--- src/design/table_write_consts.vh ---
// constants for the table-write instruction unit
`ifndef TABLE_WRITE_CONSTS_VH
`define TABLE_WRITE_CONSTS_VH

`define TW_OPC_HI_W        14
`define TW_OPC_HI_VAL      14'h0003
`define TW_MODE_W          2
`define TW_MODE_NONE       2'h0
`define TW_MODE_POSTINC    2'h1
`define TW_MODE_POSTDEC    2'h2
`define TW_MODE_PREINC     2'h3
`define TW_PTR_W           21
`define TW_PTR_RST         21'h000000
`define TW_PTR_ONE         21'h000001
`define TW_SEL_W           3
`define TW_BYTE_BIT        0
`define TW_HOLD_RST        8'hff
`define TW_LATCH_RST       8'h00

`endif

--- src/design/holding_bank.v ---
// eight-entry byte holding register bank
`timescale 1ns/100ps
`include "table_write_consts.vh"

module holding_bank #(
    parameter DEPTH  = 8,
    parameter SEL_W  = `TW_SEL_W
) (
    // clock and reset
    input  wire                 sys_clk,
    input  wire                 rst_n,
    // write port
    input  wire                 wr_en,
    input  wire [SEL_W-1:0]     wr_sel,
    input  wire [7:0]           wr_data,
    // flattened contents for the programming logic
    output wire [DEPTH*8-1:0]   hold_flat
);

    reg [7:0] hold_r [0:DEPTH-1];
    integer   i;
    genvar    g;

    // bytes stay until overwritten so a later program cycle can use them
    always @(posedge sys_clk) begin
        if (!rst_n) begin
            for (i = 0; i < DEPTH; i = i + 1) begin
                hold_r[i] <= `TW_HOLD_RST;
            end
        end else if (wr_en) begin
            hold_r[wr_sel] <= wr_data;
        end
    end

    generate
        for (g = 0; g < DEPTH; g = g + 1) begin : flat
            assign hold_flat[g*8 +: 8] = hold_r[g];
        end
    endgenerate

endmodule // holding_bank

--- src/design/table_write_instruction_unit.v ---
// table-write instruction decode and execute unit
//
// Behaviour
// (RL1) opcode is twelve zeros, then 11, then 2-bit mode
// (RL2) mode 0 writes latch to holding register, pointer unchanged
// (RL3) mode 1 writes at current pointer, then pointer plus one
// (RL4) mode 2 writes at current pointer, then pointer minus one
// (RL5) mode 3 increments pointer first, writes at new pointer
// (RL6) three low pointer bits select one of eight holding registers
// (RL7) pointer is 21 bits, byte address, two megabyte range
// (RL8) pointer bit 0 selects low (0) or high (1) byte of word
// (RL9) holding bytes stay available for later programming
// (RL10) one word, two cycles, write in second cycle, no flags changed
`timescale 1ns/100ps
`include "table_write_consts.vh"

module table_write_instruction_unit #(
    parameter PTR_W  = `TW_PTR_W,
    parameter DEPTH  = 8
) (
    // clock and reset
    input  wire                 sys_clk,
    input  wire                 rst_n,
    // instruction from the sequencer
    input  wire                 instr_valid,
    input  wire [15:0]          instr_word,
    // table latch and pointer load from the core
    input  wire [7:0]           table_latch,
    input  wire                 ptr_load,
    input  wire [PTR_W-1:0]     ptr_load_val,
    // state back to the core
    output reg  [PTR_W-1:0]     table_pointer_r,
    output reg                  busy_r,
    output reg                  done_r,
    output reg                  word_hi_byte_r,
    // holding contents for the programming logic
    output wire [DEPTH*8-1:0]   hold_flat
);

    // ------------------------------------------------------------
    // state encoding
    // ------------------------------------------------------------
    // one-hot, so an illegal code falls back to idle through the default arm
    localparam [1:0] ST_IDLE  = 2'b01;
    localparam [1:0] ST_EXEC  = 2'b10;

    // ------------------------------------------------------------
    // internal signals
    // ------------------------------------------------------------
    reg [1:0]               state_r;
    reg [1:0]               state_nxt;
    reg [`TW_MODE_W-1:0]    mode_r;
    reg [`TW_MODE_W-1:0]    mode_nxt;
    reg [PTR_W-1:0]         ptr_nxt;
    reg                     wr_en;
    reg [`TW_SEL_W-1:0]     wr_sel;

    wire [`TW_MODE_W-1:0]   dec_mode;
    wire                    is_tblwr;
    wire                    in_idle;
    wire                    take;
    wire [PTR_W-1:0]        ptr_inc;
    wire [PTR_W-1:0]        ptr_dec;

    // ------------------------------------------------------------
    // functions
    // ------------------------------------------------------------
    // pointer step; wraps within the pointer width like the byte address space
    function [PTR_W-1:0] ptr_add;
        input [PTR_W-1:0] p;
        input             dec;
        begin
            if (dec)
                ptr_add = p - `TW_PTR_ONE;
            else
                ptr_add = p + `TW_PTR_ONE;
        end
    endfunction

    // low pointer bits pick the holding register
    function [`TW_SEL_W-1:0] hold_index;
        input [PTR_W-1:0] p;
        begin
            hold_index = p[`TW_SEL_W-1:0];
        end
    endfunction

    // only the table-write group is decoded; every other word is left to the core
    function opc_match;
        input [15:0] w;
        begin
            opc_match = (w[15:`TW_MODE_W] == `TW_OPC_HI_VAL);
        end
    endfunction

    // ------------------------------------------------------------
    // decode
    // ------------------------------------------------------------
    assign dec_mode = instr_word[`TW_MODE_W-1:0]; // RL1
    assign is_tblwr = instr_valid && opc_match(instr_word); // RL1
    assign in_idle  = (state_r == ST_IDLE);
    // a word that arrives while a write executes is dropped without notice
    assign take     = in_idle && is_tblwr; // RL10
    assign ptr_inc  = ptr_add(table_pointer_r, 1'b0);
    assign ptr_dec  = ptr_add(table_pointer_r, 1'b1);

    // ------------------------------------------------------------
    // sequencing
    // ------------------------------------------------------------
    // the write always lands in the second cycle, so the core can rely on a fixed length
    always @* begin
        state_nxt = state_r;
        mode_nxt  = mode_r;
        case (state_r)
            ST_IDLE: begin
                if (take) begin
                    state_nxt = ST_EXEC; // RL10
                    mode_nxt  = dec_mode; // RL1
                end
            end
            ST_EXEC: begin
                state_nxt = ST_IDLE; // RL10
            end
            default: begin
                state_nxt = ST_IDLE;
            end
        endcase
    end

    // ------------------------------------------------------------
    // table pointer
    // ------------------------------------------------------------
    // a load in the taking cycle is honoured; the execute cycle then works on the loaded value
    always @* begin
        ptr_nxt = table_pointer_r;
        case (state_r)
            ST_IDLE: begin
                if (ptr_load)
                    ptr_nxt = ptr_load_val;
            end
            ST_EXEC: begin
                case (mode_r)
                    `TW_MODE_NONE: begin
                        ptr_nxt = table_pointer_r; // RL2
                    end
                    `TW_MODE_POSTINC: begin
                        ptr_nxt = ptr_inc; // RL3
                    end
                    `TW_MODE_POSTDEC: begin
                        ptr_nxt = ptr_dec; // RL4
                    end
                    default: begin
                        ptr_nxt = ptr_inc; // RL5
                    end
                endcase
            end
            default: begin
                ptr_nxt = table_pointer_r;
            end
        endcase
    end

    // ------------------------------------------------------------
    // holding register write port
    // ------------------------------------------------------------
    // pre-increment writes at the stepped pointer, every other mode at the current one
    always @* begin
        wr_en  = 1'b0;
        wr_sel = hold_index(table_pointer_r); // RL6
        case (state_r)
            ST_EXEC: begin
                wr_en = 1'b1; // RL10
                if (mode_r == `TW_MODE_PREINC)
                    wr_sel = hold_index(ptr_inc); // RL5
                else
                    wr_sel = hold_index(table_pointer_r); // RL3 RL4
            end
            default: begin
                wr_en = 1'b0;
            end
        endcase
    end

    // ------------------------------------------------------------
    // state and mode registers
    // ------------------------------------------------------------
    always @(posedge sys_clk) begin
        if (!rst_n) begin
            state_r <= ST_IDLE;
            mode_r  <= `TW_MODE_NONE;
        end else begin
            state_r <= state_nxt;
            mode_r  <= mode_nxt; // RL1
        end
    end

    // ------------------------------------------------------------
    // pointer and byte-select registers
    // ------------------------------------------------------------
    // the byte flag is taken from the next pointer so it never lags the pointer
    always @(posedge sys_clk) begin
        if (!rst_n) begin
            table_pointer_r <= `TW_PTR_RST; // RL7
            word_hi_byte_r  <= 1'b0;
        end else begin
            table_pointer_r <= ptr_nxt; // RL7
            word_hi_byte_r  <= ptr_nxt[`TW_BYTE_BIT]; // RL8
        end
    end

    // ------------------------------------------------------------
    // status registers
    // ------------------------------------------------------------
    // no arithmetic flags live here; the core sees only busy and done
    always @(posedge sys_clk) begin
        if (!rst_n) begin
            busy_r <= 1'b0;
            done_r <= 1'b0;
        end else begin
            busy_r <= (state_nxt == ST_EXEC); // RL10
            done_r <= wr_en; // RL10
        end
    end

    // ------------------------------------------------------------
    // holding registers
    // ------------------------------------------------------------
    holding_bank #(
        .DEPTH (DEPTH),
        .SEL_W (`TW_SEL_W)
    ) u_bank (
        .sys_clk   (sys_clk),
        .rst_n     (rst_n),
        .wr_en     (wr_en),
        .wr_sel    (wr_sel),
        .wr_data   (table_latch),
        .hold_flat (hold_flat)
    ); // RL9

endmodule // table_write_instruction_unit

--- config.mk ---
export PLATFORM = sky130hd
export DESIGN_NAME = table_write_instruction_unit
export DESIGN_NICKNAME = d
export VERILOG_FILES = /design/src/design/holding_bank.v /design/src/design/table_write_instruction_unit.v
export VERILOG_INCLUDE_DIRS = /design/src /design/src/design
export SDC_FILE = /design/constraint.sdc
export NUM_CORES = 1
export LEC_CHECK = 0
export ABC_CLOCK_PERIOD_IN_PS = 4100
export BUFFER_PORTS_ARGS = -buffer_cell sky130_fd_sc_hd__buf_2
export CORE_ASPECT_RATIO = 1.2
export CORE_MARGIN = 2
export CORE_UTILIZATION = 56
export CTS_CLUSTER_DIAMETER = 60
export CTS_CLUSTER_SIZE = 25
export DETAILED_ROUTE_END_ITERATION = 10
export HOLD_SLACK_MARGIN = 0.02
export PLACE_DENSITY = 0.95
export SLEW_MARGIN = 20
export SYNTH_ARGS = -nofsm -noshare
export SYNTH_HDL_FRONTEND = slang
export SYNTH_SLANG_ARGS = --single-unit
--- constraint.sdc ---
create_clock -name sys_clk -period 4.1 [get_ports sys_clk]
set_input_delay 0.615 -clock sys_clk [delete_from_list [all_inputs] [get_ports sys_clk]]
set_output_delay 0.615 -clock sys_clk [all_outputs]
set_load 0.005 [all_outputs]
==> results of run 1 <==
-- registers in the layout, summed over array words and instances (netlist names) --
name	flops
done_r	1
word_hi_byte_r	1
u_bank.hold_r	64
mode_r	2
table_pointer_r	20
busy_r	1
state_r	2
-- layout make-up --
cell class | instances | area share (%)
Inverter | 9 | 0.623
Tap cell | 92 | 2.12
Timing Repair Buffer | 141 | 13.3
Sequential cell | 91 | 45.4
Clock inverter | 6 | 1.02
Clock buffer | 10 | 2.36
Multi-Input combinational cell | 309 | 35.2
-- per-layer routing --
| layer | wire length [µm] | global-route usage [%] | part of all wire (%) |
|---|---|---|---|
| met1 | 4340 | 32.4 | 37 |
| met2 | 6100 | 50.1 | 52 |
| met3 | 1020 | 5.09 | 8.7 |
| met4 | 273 | 8.79 | 2.3 |
| met5 | 0 | 0 | 0 |
-- worst register-to-register path, cell delays in order, from the launching register on --
cell and delay (ns):
dfxtp_1 0.37, nor2b_1 0.13, buf_4 0.22, nand2_1 0.16, inv_1 0.31, nand2_1 0.13, nor3_1 0.73, nand2b_1 0.42
-- worst min path at each step --
stage                              from                   to  slack (ns)  cells after the start
finish                    instr_word[0]            mode_r[0]        0.50                      3
floorplan            table_pointer_r[6]   table_pointer_r[6]        0.53                      2
detailed placement   table_pointer_r[6]   table_pointer_r[6]        0.57                      2
global placement    table_pointer_r[20]  table_pointer_r[20]        0.56                      1
global route           ptr_load_val[15]  table_pointer_r[15]        0.52                      3
CTS                       instr_word[0]            mode_r[0]        0.50                      3
-- through the flow --
| step | total power, µW | hold WS, ns | instance area, µm² | util [%] |
|---|---|---|---|---|
| 5_1_grt | 1800 | 0.519 | 5420 | 69.9 |
| 4_1_cts | 1750 | 0.498 | 5420 | 69.9 |
| 6_report | 1750 | 0.500 | 5420 | 69.9 |
| 3_5_place_dp | 1190 | 0.568 | 5240 | 67.6 |
| 2_1_floorplan | 1120 | 0.529 | 4500 | - |
| 3_3_place_gp | 1180 | 0.555 | 5240 | 67.6 |
-- cell families (layout without fill, tap and decap cells) --
logic type | Yosys count | in the layout | share of synthesized area [%]
DFF | 91 | 91 | 54.8
muxes | 8 | 8 | 1.89
xor gates and xnor gates | 5 | 5 | 0.974
adders and majority gates | 2 | 2 | 0.556
AOI/OAI and AO/OA | 71 | 71 | 10.7
and+or+nand+nor | 223 | 223 | 28.2
buffers and inverters | 29 | 166 | 2.84
-- placed cells by master (no fill, tap or decap), types with 4 or more instances in the layout --
master / netlist / routed
a21o_1: 8 / 8
nor3_1: 14 / 14
nand2b_1: 36 / 36
and3_1: 6 / 6
nor2_1: 28 / 28
or2_2: 36 / 36
xnor2_1: 5 / 5
a32oi_1: 5 / 5
nand3_1: 22 / 22
nand4_1: 7 / 7
a31oi_1: 7 / 7
nor4_1: 7 / 7
inv_6: 0 / 4
a21oi_1: 17 / 17
nor2b_1: 4 / 4
mux2_2: 4 / 4
buf_4: 1 / 5
or3_1: 5 / 5
edfxtp_1: 64 / 64
o21ai_0: 10 / 10
nand2_1: 34 / 34
dfxtp_1: 27 / 27
clkbuf_8: 0 / 9
mux2i_1: 4 / 4
buf_2: 5 / 136
inv_1: 9 / 9
a22oi_1: 4 / 4
-- where the power goes --
| part | switching (µW) | leakage (µW) | internal (µW) |
|---|---|---|---|
| clock | 342 | 0.0000942 | 235 |
| combinational | 85.9 | 0.000996 | 63.9 |
| sequential | 25.7 | 0.000676 | 993 |
| total | 454 | 0.00177 | 1290 |
==> flow_metrics.py, run 1 <==
metrics = {
    "sta": {
        "tightestPinTransition_ns": 0.865,
        "slew_headroom_pct": 42.2,
        "finalCritPeriodShare_pct": 67.7,
        "rsz0062_at_grt": "false",
        "setup_slack_ns": 1.33,
        "setup_violations": 0,
        "fin_crit_ns": 2.77,
        "skew_ns": 0.0106,
        "finalSetupTns_ns": 0,
        "timing.fmax_mhz": 360,
        "hold_viol": 0,
        "drv_slew": 0,
    },
    "setup_path": {
        "crit_type": "register to register",
        "critical_path_depth": 7,
        "timing.rr.end": "u_bank.hold_r[3][7]",
        "critical_path.top_delay_family": "simple AND/OR/NAND/NOR gates",
        "required_ns": 4.12,
        "rrSetupSlack_ns": 1.33,
        "startpoint": "state_r[1]",
        "cp_max_fo": 14,
        "critPathSlowestCell": "nor3_1",
        "startpoint_type": "register",
        "critPathCapture": "u_bank.hold_r[3][7]",
        "cp-end-kind": "register",
        "worst_r2r_path_depth": 7,
        "critPathMostFrequentCell": "nand2_1",
        "cp_data_arrival_time_ns": 2.80,
        "r2r_start": "state_r[1]",
        "path_cells": "nor2b_1, buf_4, nand2_1, inv_1, nand2_1, nor3_1, nand2b_1",
        "slowest_delay_ns": 0.73,
        "path_buf_inv": 2,
    },
    "pwr": {
        "peakVddDrop_mv": 0.172,
        "p_leak_uw": 0.00177,
        "powerDensity_nw_per_um2": 322,
    },
    "logic_synthesis": {
        "syn_nets": 480,
        "synth-edff-count": 64,
        "ys_types": 60,
        "synth.most_common_cell": "edfxtp_1",
        "yosysTopAreaCellShare_pct": 42.7,
        "synthTopCellsByArea": "edfxtp_1 43%, dfxtp_1 12%, nand2b_1 5.0%",
        "ys.flop_type": "edfxtp_1",
        "syn_avg_cell_area_um2": 10.5,
        "netlist_instances": 429,
        "yosys-top-cells-count": "64 x edfxtp_1, 36 x nand2b_1, 36 x or2_2, 34 x nand2_1, 28 x nor2_1",
        "synthesis.area_um2": 4500,
        "async_reset_ff_share_pct": 0,
        "synth_top_cell_by_area": "edfxtp_1",
        "yosysWarnings": 0,
        "synth_seq_cells": 91,
        "seq_area_frac_synth_pct": 54.8,
    },
    "die": {
        "row_count": 35,
        "dieArea_um2": 8770,
        "coreArea_um2": 7750,
        "die_width_um": 85.8,
        "start_util_pct": 58.0,
        "ios": 137,
        "die_h_um": 102,
    },
    "clocking": {
        "cts_tree": "yes",
        "clockRootBuffer": "clkbuf_8",
        "cts_buffers": 9,
        "worstSkewPairLatency_ns": 0.36,
        "cts_resized": 0,
        "clk_pin_slew_ns": 0.09,
        "cts_buffer_depth": 2,
        "post_cts.repair.setup_buffers": 0,
        "htreeDepth": 3,
        "cts_sinks": 91,
        "hold_buffers": 0,
    },
    "placed_design": {
        "dp_slack_ns": 1.14,
        "io_buffers": 136,
        "dp_hpwl_um": 8620,
        "placed_cells": 642,
        "gp_congestion": 0.948,
    },
    "final_layout": {
        "drive_gt1_share_pct": 36.2,
        "multi_input_area_um2": 1910,
        "antennaDiodeCount": 0,
        "final_cell_count_no_fill": 658,
        "regArea_um2": 2460,
        "fill_cells": 574,
        "syn_to_final_growth_pct": 20.5,
        "nets": 612,
    },
    "routing": {
        "vias": 3952,
        "ant_nets": 0,
        "dr.first_iter.drc_count": 262,
        "wl_per_cell_um": 17.8,
        "vias_per_cell": 6.01,
        "drt_wl_total_um": 11700,
        "drc": 14,
        "dr.pass1.iters": 9,
    },
    "global_routing": {
        "grt_pass1_wl_um": 18600,
        "grt_pass1_vias": 3726,
        "gr-total-overflow": 0,
        "antenna_found_initial": 0,
        "grt_start_max_net_pins": 36,
        "track_usage_pct": 27.3,
    },
    "flow_run": {
        "drv_cap": 0,
    },
    "outcome": {
        "status": "finished, violations left",
        "violations": "DRC",
    },
    "min_path": {
        "hold_class": "input port to register",
    },
}
(Power assumes the default switching activity.)
==> inputs of run 2 (changes only) <==
Settings changed: ABC_AREA set to 1, ABC_CLOCK_PERIOD_IN_PS 4100 to 2700, CORE_UTILIZATION 56 to 52, PLACE_DENSITY 0.95 to 0.9.
Clock period 4.1 ns to 2.7 ns, I/O delays scaled along.
==> run 2 against run 1 <==
  * The run now ends clean
  * Synthesized cell count up 38%
  * Worst hold slack worse by 0.17 ns
  * Clock power up 64%
  * Synthesized area up 4.0%
  * Sequential power up 53%
  * Global-route usage down 1.5 points
  * Cell count up 29%
  * Non-clock buffer count up 1
  * Clock skew up 0.00084 ns
  * Power up 60%
==> flow_metrics.py, run 2 <==
metrics = {
    "setup_path": {
        "required_ns": 2.77,
        "slowest_delay_ns": 0.53,
        "cp_data_arrival_time_ns": 2.21,
        "cp-end-kind": "register",
        "critPathMostFrequentCell": "inv_1",
        "path_buf_inv": 4,
        "startpoint_type": "register",
        "r2r_start": "word_hi_byte_r",
        "critical_path.top_delay_family": "flip-flops",
        "cp_max_fo": 9,
        "path_cells": "ha_1, nand2_1, inv_1, o21ai_1, o21ai_2, inv_1, nor2_2, inv_2, o21ai_0, buf_4",
        "critPathSlowestCell": "dfxtp_1",
        "timing.rr.end": "u_bank.hold_r[0][7]",
        "crit_type": "register to register",
        "rrSetupSlack_ns": 0.55,
        "worst_r2r_path_depth": 10,
    },
    "global_routing": {
        "grt_pass1_vias": 4314,
        "antenna_found_initial": 0,
        "grt_pass1_wl_um": 19900,
        "gr-total-overflow": 0,
        "track_usage_pct": 25.8,
        "grt_start_max_net_pins": 28,
    },
    "logic_synthesis": {
        "ys.flop_type": "edfxtp_1",
        "seq_area_frac_synth_pct": 52.6,
        "netlist_instances": 592,
        "yosysWarnings": 0,
        "yosysTopAreaCellShare_pct": 41.1,
        "synth_top_cell_by_area": "edfxtp_1",
        "synthTopCellsByArea": "edfxtp_1 41%, nand2_1 17%, dfxtp_1 12%",
        "syn_avg_cell_area_um2": 7.90,
        "async_reset_ff_share_pct": 0,
        "syn_nets": 643,
        "synth_seq_cells": 91,
        "synth-edff-count": 64,
        "synth.most_common_cell": "nand2_1",
        "synthesis.area_um2": 4680,
        "ys_types": 29,
        "yosys-top-cells-count": "213 x nand2_1, 90 x nor2_1, 64 x edfxtp_1, 41 x inv_1, 29 x nand3_1",
    },
    "final_layout": {
        "final_common_cell": "nand2_1",
        "antennaDiodeCount": 0,
        "largest_reg_flops": 64,
        "design_area_um2": 5670,
        "syn_to_final_growth_pct": 21.2,
        "final_cell_mix": "213 x nand2_1, 136 x buf_2, 90 x nor2_1",
        "top_register": "u_bank.hold_r",
        "final_cell_count_no_fill": 848,
        "reg_top3": "u_bank.hold_r (64), table_pointer_r (20)",
        "drive_gt1_share_pct": 25.0,
        "nets": 777,
    },
    "sta": {
        "tightestPinTransition_ns": 0.510,
        "timing.fmax_mhz": 466,
        "finalCritPeriodShare_pct": 79.5,
        "slew_headroom_pct": 66.0,
        "fin_crit_ns": 2.15,
        "rsz0062_at_grt": "false",
        "finalSetupTns_ns": 0,
        "drv_slew": 0,
        "hold_viol": 0,
        "skew_ns": 0.0114,
        "worst_hold_slack_ns": 0.325,
        "setup_violations": 0,
    },
    "clocking": {
        "cts_sinks": 91,
        "post_cts.repair.setup_buffers": 0,
        "hold_buffers": 0,
        "clk_pin_slew_ns": 0.10,
        "worstSkewPairLatency_ns": 0.36,
        "cts_tree": "yes",
        "cts_resized": 0,
        "clockRootBuffer": "clkbuf_8",
        "cts_buffer_depth": 2,
        "cts_buffers": 9,
        "htreeDepth": 3,
    },
    "routing": {
        "dr.pass1.iters": 7,
        "ant_nets": 0,
        "dr.first_iter.drc_count": 295,
        "vias": 4463,
        "drc": 0,
        "drt_wl_total_um": 12500,
        "wl_per_cell_um": 14.7,
        "vias_per_cell": 5.26,
    },
    "die": {
        "die_h_um": 108,
        "die_width_um": 90.6,
        "start_util_pct": 54.0,
        "dieArea_um2": 9770,
        "ios": 137,
        "row_count": 37,
        "coreArea_um2": 8660,
    },
    "flow_run": {
        "drv_cap": 0,
    },
    "placed_design": {
        "dp_hpwl_um": 9430,
        "gp_congestion": 0.949,
        "io_buffers": 136,
        "placed_cells": 832,
        "postPlaceCellArea_um2": 5460,
    },
    "pwr": {
        "peakVddDrop_mv": 0.222,
        "powerDensity_nw_per_um2": 494,
        "p_leak_uw": 0.00215,
    },
    "min_path": {
        "min_path_cells": 3,
        "min_to": "mode_r[0]",
        "worstHoldStart": "instr_word[0]",
        "hold_class": "input port to register",
    },
    "outcome": {
        "status": "completed",
    },
}
[run 2: cell count changes after synthesis, moves of 12 or more]
cell      before  now
o21ai_0       10   22
inv_2          0   14
or2_2         36    2
xor2_1         0   14
nor2_1        28   90
nor3_1        14    0
nand2b_1      36    0
nand2_1       34  213
inv_1          9   41
[run 2: metal layers]
layer / vias to the layer above / wire [µm] / GRT usage, %
met2: 240 / 6290 / 46.1
met1: 2013 / 4730 / 28.8
li1: 2165 / - / -
met3: 45 / 1080 / 5.18
met4: 0 / 375 / 14.5
met5: - / 0 / 0
[run 2: logic make-up (layout without fill, tap and decap cells)]
family | Yosys count | count (layout) | synth area share [%]
AOI/OAI and AO/OA | 55 | 55 | 6.47
xor gates and xnor gates | 18 | 18 | 3.37
adders and majority gates | 2 | 2 | 0.535
buffers and inverters | 74 | 213 | 6.29
DFF | 91 | 91 | 52.6
and+or+nand+nor | 352 | 352 | 30.7
[run 2: through the flow]
step                      util (%)  power, µW  setup slack, ns
after CTS                     65.5       2800            0.597
final                         65.5       2800            0.555
after global placement        63.1       1870            0.761
after detailed placement      63.1       1880            0.650
after floorplan                  -       1760            0.446
after global routing          65.5       2890            0.425
[run 2: how the worst max path moves through the flow]
stage	from	end	cells after the start
2_1_floorplan	word_hi_byte_r	u_bank.hold_r[0][0]	7
3_3_place_gp	word_hi_byte_r	u_bank.hold_r[6][6]	9
3_5_place_dp	word_hi_byte_r	u_bank.hold_r[0][3]	8
4_1_cts	word_hi_byte_r	u_bank.hold_r[0][1]	8
5_1_grt	word_hi_byte_r	u_bank.hold_r[4][7]	7
6_report	word_hi_byte_r	u_bank.hold_r[0][7]	10
[run 2: cell type report]
type	count	area, µm²
clock buffers	9	124
clock inverters	7	82.6
fillers	721	2990
inverters	55	206
multi-input cells	427	1920
flip-flops and latches	91	2460
well taps	117	146
repair buffers	142	726
[run 2: power breakdown]
group / total (µW) / leakage, µW / internal, µW / switching, µW
clock: 946 / 0.000104 / 446 / 500
combinational: 298 / 0.00138 / 110 / 188
sequential: 1560 / 0.000667 / 1510 / 48.1
[run 2: worst register-to-register path, delay by kind of cell (launching register included)]
| family | cells | cell delay (ns) |
|---|---|---|
| AOI/OAI and AO/OA | 3 | 0.36 |
| adders and majority gates | 1 | 0.25 |
| buffers and inverters | 4 | 0.47 |
| DFF | 1 | 0.53 |
| and+or+nand+nor | 2 | 0.26 |
